$ cat config.mk
export PLATFORM = sky130hd
export DESIGN_NAME = board_control_four
export DESIGN_NICKNAME = d
export VERILOG_FILES = /design/src/rtl/board_ctrl_pkg.sv /design/src/rtl/board_control_four.sv /design/src/rtl/board_pin_map.sv
export SDC_FILE = /design/constraint.sdc
export NUM_CORES = 1
export LEC_CHECK = 0
export CAP_MARGIN = 20
export CORE_MARGIN = 3
export CORE_UTILIZATION = 55
export CTS_CLUSTER_DIAMETER = 80
export CTS_CLUSTER_SIZE = 12
export DETAILED_ROUTE_END_ITERATION = 7
export DONT_BUFFER_PORTS = 1
export GPL_TIMING_DRIVEN = 0
export PLACE_DENSITY_LB_ADDON = 0.12
export SYNTH_ARGS = -nofsm -noshare
export SYNTH_HDL_FRONTEND = slang
export SYNTH_SLANG_ARGS = --single-unit
$ cat constraint.sdc
create_clock -name clk -period 3 [get_ports clk]
set_input_delay 0.6 -clock clk [delete_from_list [all_inputs] [get_ports clk]]
set_output_delay 0.6 -clock clk [all_outputs]
set_load 0.1 [all_outputs]
$ cat src/rtl/board_ctrl_pkg.sv
// board control register four, fields 5 to 10: constants and carrier types
// assumes a single 100 MHz clock domain and an AHB-Lite register bus
package board_ctrl_pkg;

  // ----------------------------------------------------------------
  // register map
  // ----------------------------------------------------------------
  localparam logic [7:0] board_control_four_off = 8'h10;
  localparam logic [7:0] board_mode_off = 8'h14;

  // ----------------------------------------------------------------
  // field positions in board_control_four
  // ----------------------------------------------------------------
  localparam int fld_speed = 5;
  localparam int fld_pwr_duplex = 6;
  localparam int fld_spare = 7;
  localparam int fld_video_led = 8;
  localparam int fld_clk_cfg = 9;
  localparam int fld_reset = 10;
  localparam int fld_lo = 5;
  localparam int fld_hi = 10;

  // ----------------------------------------------------------------
  // power-on defaults, bits 10 down to 5
  // ----------------------------------------------------------------
  localparam logic [5:0] board_control_four_rst = 6'h3B;

  // fitted daughter board, chosen by software in board_mode
  typedef enum logic [1:0] {
    board_none,
    board_usb_video,
    board_fast_eth
  } board_kind_t;

  // ----------------------------------------------------------------
  // carriers
  // ----------------------------------------------------------------
  typedef struct packed {
    logic [31:0] haddr;
    logic [1:0] htrans;
    logic hwrite;
    logic [2:0] hsize;
    logic hsel;
    logic hready;
    logic [31:0] hwdata;
  } ahb_req_t;

  typedef struct packed {
    logic [31:0] hrdata;
    logic hreadyout;
    logic hresp;
  } ahb_rsp_t;

  typedef struct packed {
    logic usb_bus_power_on;
    logic video_led_on;
    logic video_clock_gen_enable;
    logic video_enc_reset_n;
  } video_pins_t;

  typedef struct packed {
    logic fast_eth_speed_100;
    logic fast_eth_full_duplex;
    logic fast_eth_config_one;
    logic fast_eth_xcvr_reset_n;
    logic autoneg_restart;
  } eth_pins_t;

endpackage : board_ctrl_pkg

$ cat src/rtl/board_control_four.sv
// AHB-Lite slave holding board control register four, fields 5 to 10
// assumes one clock, asynchronous active-low reset, single word transfers
//
// The AHB-Lite register port and the register offsets are this design's own decisions.
`timescale 1ns/1ns

module board_control_four
  import board_ctrl_pkg::*;
(
  // clock and reset
  input wire logic clk,
  input wire logic resetn,
  // register bus
  input wire ahb_req_t ahb_req,
  output ahb_rsp_t ahb_rsp,
  // board pins
  output video_pins_t video_pins,
  output eth_pins_t eth_pins
);

  typedef struct packed {
    logic [fld_hi:fld_lo] fields;
    board_kind_t kind;
    logic wr_pend;
    logic [7:0] wr_addr;
    ahb_rsp_t rsp;
  } reg_state_t;

  reg_state_t s_q;
  reg_state_t s_d;
  logic take;

  // ----------------------------------------------------------------
  // bus slave
  // ----------------------------------------------------------------
  // zero wait states: reads answer in the data phase right after the address
  assign take = ahb_req.hsel && ahb_req.hready && ahb_req.htrans[1];

  always_comb begin
    s_d = s_q;
    s_d.rsp.hreadyout = 1'b1;
    s_d.rsp.hresp = 1'b0;
    s_d.wr_pend = 1'b0;
    if (s_q.wr_pend) begin
      if (s_q.wr_addr == board_control_four_off) begin
        s_d.fields = ahb_req.hwdata[fld_hi:fld_lo];
      end
      if (s_q.wr_addr == board_mode_off) begin
        s_d.kind = board_kind_t'(ahb_req.hwdata[1:0]);
      end
    end
    if (take) begin
      s_d.wr_pend = ahb_req.hwrite;
      s_d.wr_addr = ahb_req.haddr[7:0];
      s_d.rsp.hrdata = 32'h0000_0000;
      if (ahb_req.haddr[7:0] == board_control_four_off) begin
        s_d.rsp.hrdata[fld_hi:fld_lo] = s_d.fields;
      end
      if (ahb_req.haddr[7:0] == board_mode_off) begin
        s_d.rsp.hrdata[1:0] = s_d.kind;
      end
    end
  end

  always_ff @(posedge clk or negedge resetn) begin
    if (!resetn) begin
      s_q.fields <= board_control_four_rst;
      s_q.kind <= board_none;
      s_q.wr_pend <= 1'b0;
      s_q.wr_addr <= 8'h00;
      s_q.rsp <= '{32'h0000_0000, 1'b1, 1'b0};
    end else begin
      s_q <= s_d;
    end
  end

  assign ahb_rsp = s_q.rsp;

  // ----------------------------------------------------------------
  // pin mapping
  // ----------------------------------------------------------------
  board_pin_map u_map (
    .clk(clk),
    .resetn(resetn),
    .fields(s_q.fields),
    .kind(s_q.kind),
    .video_pins(video_pins),
    .eth_pins(eth_pins)
  );

  // ----------------------------------------------------------------
  // bus checks
  // ----------------------------------------------------------------
  chk_write_store: assert property (@(posedge clk) disable iff (!resetn)
    (s_q.wr_pend && s_q.wr_addr == board_control_four_off)
      |=> s_q.fields == $past(ahb_req.hwdata[fld_hi:fld_lo]))
    else $error("write not stored");
  chk_always_ready: assert property (@(posedge clk) disable iff (!resetn)
    ahb_rsp.hreadyout && !ahb_rsp.hresp)
    else $error("bus stalled");

  // reads: zero wait states, so data lands in the very next cycle
  chk_read_fields: assert property (
    @(posedge clk) disable iff (!resetn)
    (take && !ahb_req.hwrite &&
      ahb_req.haddr[7:0] == board_control_four_off)
    |=> (ahb_rsp.hrdata[fld_hi:fld_lo] == s_q.fields)
  ) else $error("read data misses stored fields");

  chk_read_pad: assert property (
    @(posedge clk) disable iff (!resetn)
    (take && !ahb_req.hwrite &&
      ahb_req.haddr[7:0] == board_control_four_off)
    |=> (ahb_rsp.hrdata[31:fld_hi+1] == '0 && ahb_rsp.hrdata[fld_lo-1:0] == '0)
  ) else $error("unused register bits not zero");

  chk_read_mode: assert property (
    @(posedge clk) disable iff (!resetn)
    (take && !ahb_req.hwrite &&
      ahb_req.haddr[7:0] == board_mode_off)
    |=> (ahb_rsp.hrdata[1:0] == s_q.kind)
  ) else $error("board kind read wrong");

  chk_read_mode_pad: assert property (
    @(posedge clk) disable iff (!resetn)
    (take && !ahb_req.hwrite &&
      ahb_req.haddr[7:0] == board_mode_off)
    |=> (ahb_rsp.hrdata[31:2] == '0)
  ) else $error("board kind upper bits not zero");

  chk_unmapped_read: assert property (
    @(posedge clk) disable iff (!resetn)
    (take && !ahb_req.hwrite &&
      ahb_req.haddr[7:0] != board_control_four_off &&
      ahb_req.haddr[7:0] != board_mode_off)
    |=> (ahb_rsp.hrdata == '0)
  ) else $error("unmapped read not zero");

  chk_rdata_stands: assert property (
    @(posedge clk) disable iff (!resetn)
    !take
    |=> $stable(ahb_rsp.hrdata)
  ) else $error("read data moved without a transfer");

  chk_write_flag: assert property (
    @(posedge clk) disable iff (!resetn)
    take
    |=> (s_q.wr_pend == $past(ahb_req.hwrite))
  ) else $error("write phase not captured");

  chk_write_addr: assert property (
    @(posedge clk) disable iff (!resetn)
    take
    |=> (s_q.wr_addr == $past(ahb_req.haddr[7:0]))
  ) else $error("write address not captured");

  chk_addr_hold: assert property (
    @(posedge clk) disable iff (!resetn)
    !take
    |=> $stable(s_q.wr_addr)
  ) else $error("write address moved");

  chk_idle_clear: assert property (
    @(posedge clk) disable iff (!resetn)
    !take
    |=> !s_q.wr_pend
  ) else $error("write pending without transfer");

  chk_read_no_store: assert property (
    @(posedge clk) disable iff (!resetn)
    (take && !ahb_req.hwrite)
    |=> !s_q.wr_pend
  ) else $error("read marked as write");

  chk_fields_hold: assert property (
    @(posedge clk) disable iff (!resetn)
    !(s_q.wr_pend && s_q.wr_addr == board_control_four_off)
    |=> $stable(s_q.fields)
  ) else $error("fields moved without a write");

  chk_spare_store: assert property (
    @(posedge clk) disable iff (!resetn)
    (s_q.wr_pend && s_q.wr_addr == board_control_four_off)
    |=> (s_q.fields[fld_spare] == $past(ahb_req.hwdata[fld_spare]))
  ) else $error("spare field not stored");

  chk_kind_store: assert property (
    @(posedge clk) disable iff (!resetn)
    (s_q.wr_pend && s_q.wr_addr == board_mode_off)
    |=> (s_q.kind == $past(ahb_req.hwdata[1:0]))
  ) else $error("board kind not stored");

  chk_kind_hold: assert property (
    @(posedge clk) disable iff (!resetn)
    !(s_q.wr_pend && s_q.wr_addr == board_mode_off)
    |=> $stable(s_q.kind)
  ) else $error("board kind moved without a write");

  chk_unmapped_write: assert property (
    @(posedge clk) disable iff (!resetn)
    (s_q.wr_pend && s_q.wr_addr != board_control_four_off &&
      s_q.wr_addr != board_mode_off)
    |=> ($stable(s_q.fields) && $stable(s_q.kind))
  ) else $error("unmapped write changed state");

  // ----------------------------------------------------------------
  // pin checks
  // ----------------------------------------------------------------
  // pins lag the stored fields by one register
  chk_speed_pin: assert property (
    @(posedge clk) disable iff (!resetn)
    (s_q.kind == board_fast_eth)
    |=> (eth_pins.fast_eth_speed_100 == $past(s_q.fields[fld_speed]))
  ) else $error("speed pin wrong");

  chk_adv_duplex: assert property (
    @(posedge clk) disable iff (!resetn)
    (s_q.kind == board_fast_eth && !s_q.fields[fld_pwr_duplex])
    |=> !eth_pins.fast_eth_full_duplex
  ) else $error("duplex advertised while off");

  chk_duplex_full: assert property (
    @(posedge clk) disable iff (!resetn)
    (s_q.kind == board_fast_eth && s_q.fields[fld_pwr_duplex])
    |=> eth_pins.fast_eth_full_duplex
  ) else $error("full duplex not driven");

  chk_adv_speed: assert property (
    @(posedge clk) disable iff (!resetn)
    (s_q.kind == board_fast_eth && s_q.fields[fld_clk_cfg])
    |=> eth_pins.fast_eth_config_one
  ) else $error("speed advertisement pin low");

  chk_link_test: assert property (
    @(posedge clk) disable iff (!resetn)
    (s_q.kind == board_fast_eth && !s_q.fields[fld_clk_cfg])
    |=> !eth_pins.fast_eth_config_one
  ) else $error("link test left disabled");

  chk_restart_rise: assert property (
    @(posedge clk) disable iff (!resetn)
    (s_q.kind == board_fast_eth && s_q.fields[fld_speed] &&
      !$past(s_q.fields[fld_speed]))
    |=> eth_pins.autoneg_restart
  ) else $error("negotiation restart missing");

  chk_restart_pulse: assert property (
    @(posedge clk) disable iff (!resetn)
    eth_pins.autoneg_restart
    |=> !eth_pins.autoneg_restart
  ) else $error("negotiation restart longer than a cycle");

  chk_restart_quiet: assert property (
    @(posedge clk) disable iff (!resetn)
    !s_q.fields[fld_speed]
    |=> !eth_pins.autoneg_restart
  ) else $error("negotiation restart without speed field");

  chk_enc_release: assert property (
    @(posedge clk) disable iff (!resetn)
    (s_q.kind == board_usb_video && s_q.fields[fld_reset])
    |=> video_pins.video_enc_reset_n
  ) else $error("encoder reset not released");

  chk_xcvr_release: assert property (
    @(posedge clk) disable iff (!resetn)
    (s_q.kind == board_fast_eth && s_q.fields[fld_reset])
    |=> eth_pins.fast_eth_xcvr_reset_n
  ) else $error("transceiver reset not released");

  chk_xcvr_hold: assert property (
    @(posedge clk) disable iff (!resetn)
    (s_q.kind == board_fast_eth && !s_q.fields[fld_reset])
    |=> !eth_pins.fast_eth_xcvr_reset_n
  ) else $error("transceiver reset not held");

  chk_usb_eth_quiet: assert property (
    @(posedge clk) disable iff (!resetn)
    (s_q.kind == board_usb_video)
    |=> (eth_pins == '0)
  ) else $error("transceiver pins moved on video board");

  chk_eth_vid_quiet: assert property (
    @(posedge clk) disable iff (!resetn)
    (s_q.kind == board_fast_eth)
    |=> (video_pins == '0)
  ) else $error("video pins moved on transceiver board");

  chk_vbus_eth_off: assert property (
    @(posedge clk) disable iff (!resetn)
    (s_q.kind != board_usb_video)
    |=> !video_pins.usb_bus_power_on
  ) else $error("bus power without usb board");

  chk_led_dark: assert property (
    @(posedge clk) disable iff (!resetn)
    (s_q.kind == board_usb_video && s_q.fields[fld_video_led])
    |=> !video_pins.video_led_on
  ) else $error("video led not dark");

  chk_led_lit: assert property (
    @(posedge clk) disable iff (!resetn)
    (s_q.kind == board_usb_video && !s_q.fields[fld_video_led])
    |=> video_pins.video_led_on
  ) else $error("video led not lit");

  chk_clk_gen_off: assert property (
    @(posedge clk) disable iff (!resetn)
    (s_q.kind == board_usb_video && !s_q.fields[fld_clk_cfg])
    |=> !video_pins.video_clock_gen_enable
  ) else $error("clock generator left on");

  // field 7 is storage only: with the others steady no pin but autoneg_restart may move
  chk_spare_quiet: assert property (
    @(posedge clk) disable iff (!resetn)
    ($stable(s_q.kind) && $stable(s_q.fields[fld_hi:fld_video_led]) &&
      $stable(s_q.fields[fld_pwr_duplex:fld_lo]))
    |=> ($stable(video_pins) && $stable(eth_pins[4:1]))
  ) else $error("spare field moved a pin");

  chk_pins_other: assert property (
    @(posedge clk) disable iff (!resetn)
    (s_q.kind != board_usb_video && s_q.kind != board_fast_eth)
    |=> (video_pins == '0 && eth_pins == '0)
  ) else $error("pins moved without a supported board");

endmodule : board_control_four

$ cat src/rtl/board_pin_map.sv
// routes stored register fields onto the daughter board pins
// assumes fields and board kind come from registers on the same clock
`timescale 1ns/1ns
module board_pin_map
  import board_ctrl_pkg::*;
(
  // clock and reset
  input wire logic clk,
  input wire logic resetn,
  // stored fields
  input wire logic [fld_hi:fld_lo] fields,
  input wire board_kind_t kind,
  // board pins
  output video_pins_t video_pins,
  output eth_pins_t eth_pins
);

  typedef struct packed {
    video_pins_t vid;
    eth_pins_t eth;
    logic speed_prev;
  } map_state_t;

  map_state_t s_q;
  map_state_t s_d;

  // ----------------------------------------------------------------
  // pin decode
  // ----------------------------------------------------------------
  // idle boards see the safe level: power off, led dark, clock off, reset held
  always_comb begin
    s_d = s_q;
    s_d.speed_prev = fields[fld_speed];
    s_d.vid = '{1'b0, 1'b0, 1'b0, 1'b0};
    s_d.eth = '{1'b0, 1'b0, 1'b0, 1'b0, 1'b0};
    if (kind == board_usb_video) begin
      s_d.vid.usb_bus_power_on = !fields[fld_pwr_duplex];
      s_d.vid.video_led_on = !fields[fld_video_led];
      s_d.vid.video_clock_gen_enable = fields[fld_clk_cfg];
      s_d.vid.video_enc_reset_n = fields[fld_reset];
    end
    if (kind == board_fast_eth) begin
      s_d.eth.fast_eth_speed_100 = fields[fld_speed];
      // same pin serves as advertisement or forced duplex in the transceiver
      s_d.eth.fast_eth_full_duplex = fields[fld_pwr_duplex];
      s_d.eth.fast_eth_config_one = fields[fld_clk_cfg];
      s_d.eth.fast_eth_xcvr_reset_n = fields[fld_reset];
      s_d.eth.autoneg_restart = fields[fld_speed] && !s_q.speed_prev;
    end
  end

  always_ff @(posedge clk or negedge resetn) begin
    if (!resetn) begin
      s_q <= '{'{1'b0, 1'b0, 1'b0, 1'b0}, '{1'b0, 1'b0, 1'b0, 1'b0, 1'b0}, 1'b1};
    end else begin
      s_q <= s_d;
    end
  end

  assign video_pins = s_q.vid;
  assign eth_pins = s_q.eth;

  // ----------------------------------------------------------------
  // checks
  // ----------------------------------------------------------------
  chk_usb_power: assert property (@(posedge clk) disable iff (!resetn)
    (kind == board_usb_video && !fields[fld_pwr_duplex]) |=> video_pins.usb_bus_power_on)
    else $error("usb power not applied");
  chk_usb_off: assert property (@(posedge clk) disable iff (!resetn)
    (kind == board_usb_video && fields[fld_pwr_duplex]) |=> !video_pins.usb_bus_power_on)
    else $error("usb power not removed");
  chk_eth_duplex: assert property (@(posedge clk) disable iff (!resetn)
    (kind == board_fast_eth) |=> eth_pins.fast_eth_full_duplex == $past(fields[fld_pwr_duplex]))
    else $error("duplex pin wrong");
  chk_video_led: assert property (@(posedge clk) disable iff (!resetn)
    (kind == board_usb_video) |=> video_pins.video_led_on == !$past(fields[fld_video_led]))
    else $error("video led wrong");
  chk_clk_gen: assert property (@(posedge clk) disable iff (!resetn)
    (kind == board_usb_video) |=> video_pins.video_clock_gen_enable == $past(fields[fld_clk_cfg]))
    else $error("clock generator enable wrong");
  chk_eth_cfg: assert property (@(posedge clk) disable iff (!resetn)
    (kind == board_fast_eth) |=> eth_pins.fast_eth_config_one == $past(fields[fld_clk_cfg]))
    else $error("config pin wrong");
  chk_reset_pin: assert property (@(posedge clk) disable iff (!resetn)
    (!fields[fld_reset]) |=> !video_pins.video_enc_reset_n && !eth_pins.fast_eth_xcvr_reset_n)
    else $error("reset not held");
  chk_no_board: assert property (@(posedge clk) disable iff (!resetn)
    (kind == board_none) |=> (video_pins == '0 && eth_pins == '0))
    else $error("idle board pins moved");

endmodule : board_pin_map
* Word level (Yosys, flattened, before mapping) *
Index checks and enable logic that the tools add are counted.
Widths: inputs -> output; s select.

word-level totals
  register bits after elaboration = 35
  output and inout bits = 43
  input port bits = 74
  word-level logic and storage cells = 35

operators by class
  reductions and logical operators = 6
  mux-type cells = 8
  equal/unequal tests = 6

operators by type and width
  operator            count
  $mux 41             1
  $eq 8x5->1 const B  4
  $mux 6              2
  $mux 8              1
  $mux 5              1
  $mux 2              2
  $mux 4              1
  $logic_and 1x1->1   3
  $logic_not 1->1     3
  $eq 2x1->1 const B  1
  $eq 2x2->1 const B  1

* Longest topological paths before layout *
  word-level depth = 5
  gate-level depth with buffers = 4
  mapped depth without buffers = 4

* Hierarchy *
Synthesis repeated with hierarchy kept, for this count alone.

unflattened totals
  cells, all modules = 127
  area, all modules = 1651.6 um^2

modules (own cells, without submodules)
  module              seq. area each (um^2)  times used  cells each  area each (um^2)
  board_control_four  631.9                  1           99          1247.4
  board_pin_map       251.5                  1           28          404.1

* Least setup slack after synthesis *
No wires, ideal clock.

  path kind = register to register
  start = reg s_q[39] (netlist bit)
  end = reg s_q, in the netlist ahb_rsp[2]
  cell stages (with the launch flop) = 5
  slack = 0.897 ns
  data required time = 2.878 ns
  setup time = 0.122 ns
  period minus slack after synthesis = 2.103 ns
  arrival time = 1.982 ns
  buffers on the path = 0
  path through = dfrtp_1 > or4b_4 > or4_4 > mux2_4 > a32o_1

RTL lines
  element      RTL line                  text
  from (decl)  board_control_four.sv:29  reg_state_t s_q;

==> run_results.csv <==
group,metric,value,unit
sta,hold_violations,0,
logic_synthesis,syn-cell-area,1650,um2
layout,drive_gt1_share,46.4,%
drt,routed_wirelength,2510,um
layout,areaGrowthSynthToFinish,13.4,%
grt,grt_pass1_vias,876,
sta,finalSetupViolCount,0,
die,die_area,3700,um2
grt,grt_first_pass_wirelength,3970,um
layout,mostFrequentLayoutCells,"buf_4 (43), dfrtp_1 (29), conb_1 (26)",
logic_synthesis,synth_cell_types,22,
power,total_power,1.08,mW
drt,ant_nets,0,
placed_design,place_congestion,0.681,
sta,fin_setup_tns,0,ps
setup_path,cp-start-kind,"flop",
grt,grt_overflow,0,
outcome,status,"complete, no violations",
die,io-pin-count,117,
clock_network,cts_buffers,5,
power,power-per-cell-area,574,nW/um2
sta,finalCritPeriodShare,73.7,%
power,irDropWorstVdd,341,uV
clock_network,cts_resized,0,
setup_path,worst-endpoint-required,3220,ps
sta,period_needed,2210,ps
setup_path,cp-end-kind,"flop",
grt,antenna_found_initial,0,
grt,grt_max_degree,30,
layout,layout_commonest_cell,"buf_4",
clock_network,max-clock-path-buffers,2,
clock_network,cts_max_level,2,
sta,slew_viol_final,0,
layout,final_nets,239,
flow_run,drv_cap,0,
drt,vias_per_cell,4.63,
logic_synthesis,synth_flop_cell,"dfrtp_1",
die,coreArea,2810,um2
logic_synthesis,async_reset_ff_share,100,%
power,p_leak,0.973,nW
grt,grtUsageTotal,15.0,%
die,die_width,60.8,um
drt,vias,913,
sta,maxSlewHeadroom,37.3,%
die,rows,19,
clock_network,clock-sinks,35,
logic_synthesis,synth_cells,133,
clock_network,clkLatencyLatePin,320,ps
placed_design,hpwlAfterDp,2010,um
die,start_util,58.9,%
setup_path,worstPathMaxFanout,6,
logic_synthesis,post_synth.cell_area_avg,12.4,um2
layout,antennaDiodeCount,0,
setup_path,cp.arrival,2430,ps
setup_path,path_class,"reg -> reg",
drt,first_pass_iters,3,
drt,wl_per_cell,12.8,um
logic_synthesis,ys_warn_count,0,
drt,dr.first_iter.drc_count,22,
placed_design,port_buffers,0,
drt,drc,0,
sta,rsz0062_at_grt,"false",
layout,fill_cells,240,
die,die_h,60.8,um
logic_synthesis,ys_ff_latch,35,
logic_synthesis,synth_edf_count,0,
sta,skew,10.6,ps
sta,max_clock_freq,452,MHz
clock_network,cts_tree,"built",
clock_network,path_clk_slew,110,ps
clock_network,clockRootBuffer,"clkbuf_4",
hold_path,hold_class,"in -> async",
logic_synthesis,ys_seq_area_share,53.5,%
setup_path,r2r_setup_slack,790,ps
sta,worst_pin_slew,934,ps
[registers in the layout, summed over array words and instances, names as in the netlist]
register and flops:
u_map.video_pins 4, ahb_rsp 8, s_q 17, u_map.s_q 1, u_map.eth_pins 5
[cell usage after synthesis (2+ instances only)]
| master | instances | share of area (%) |
|---|---|---|
| conb_1 | 2 | 0.45 |
| nor2_1 | 6 | 1.4 |
| a32o_1 | 8 | 4.8 |
| nand2b_1 | 2 | 0.76 |
| and2_1 | 4 | 1.5 |
| buf_4 | 43 | 20 |
| nor2b_1 | 2 | 0.76 |
| dfstp_2 | 6 | 9.5 |
| mux2_4 | 2 | 1.8 |
| mux2_2 | 13 | 8.9 |
| inv_1 | 5 | 1.1 |
| nand2_1 | 2 | 0.45 |
| dfrtp_1 | 29 | 44 |
[final cells by class]
| type | count | area (um2) | area share, % |
|---|---|---|---|
| buffer | 44 | 327 | 17.4 |
| clock buffer | 7 | 65.1 | 3.47 |
| clock inverter | 1 | 7.51 | 0.401 |
| inverter | 5 | 18.8 | 1.00 |
| multi-input combinational | 73 | 513 | 27.4 |
| sequential | 35 | 883 | 47.2 |
| tap | 31 | 38.8 | 2.07 |
| timing repair buffer | 1 | 20.0 | 1.07 |
[report_power, final]
part,total [mW],internal (mW),switching (mW)
combinational,0.265,0.0626,0.203
sequential,0.525,0.508,0.0171
clock,0.285,0.137,0.148
total,1.08,0.708,0.368
[what timing repair did]
action,in CTS,in global routing
buffers inserted,0,0
hold buffers,1,0
hold endpoints to repair,29,0
[metal layers]
metal  vias to the layer above  global-route usage, %  routed length (um)
li1                        446                      -                   -
met1                       424                   16.1                 931
met2                        41                   26.0                1340
met3                         2                   6.38                 225
met4                         0                   6.50                  13
met5                         -                      0                   0
[logic make-up (layout without fill, tap and decap cells)]
logic type / after synthesis / in the layout / share of synthesized area, %
AND/OR/NAND/NOR: 23 / 23 / 9.32
other: 2 / 26 / 0.455
buffers and inverters: 49 / 58 / 20.9
AO/OA/AOI/OAI: 9 / 9 / 5.15
flip-flops: 35 / 35 / 53.5
multiplexers: 15 / 15 / 10.7
[final timing paths]
kind	startpoint	endpoint	depth (start not counted)
min in group clk	s_q[45]	u_map.s_q[0]	0
hold / removal	resetn	s_q[39]	1
setup reg to reg	s_q[39]	ahb_rsp[7]	4
setup / recovery	s_q[39]	ahb_rsp[7]	4
max in group asynchronous	resetn	u_map.video_pins[2]	1
hold reg to reg	s_q[45]	u_map.s_q[0]	0
[critical path: stages (launching register included)]
cell and delay [ps]:
dfrtp_1 400, or4b_4 570, nor4_4 480, mux2_2 410, a32o_1 250
[stage by stage]
| step | hold WS [ps] | std cells | util, % | setup slack, ps | cell area [um2] |
|---|---|---|---|---|---|
| floorplan | 304 | 157 | - | 897 | 1740 |
| global placement | 305 | 188 | 63.5 | 808 | 1780 |
| detailed placement | 305 | 188 | 63.5 | 778 | 1780 |
| CTS | 73.2 | 197 | 66.8 | 770 | 1870 |
| global route | 61.6 | 197 | 66.8 | 729 | 1870 |
| finish | 85.6 | 197 | 66.8 | 790 | 1870 |
No activity file was read; power rests on OpenSTA's default activity.
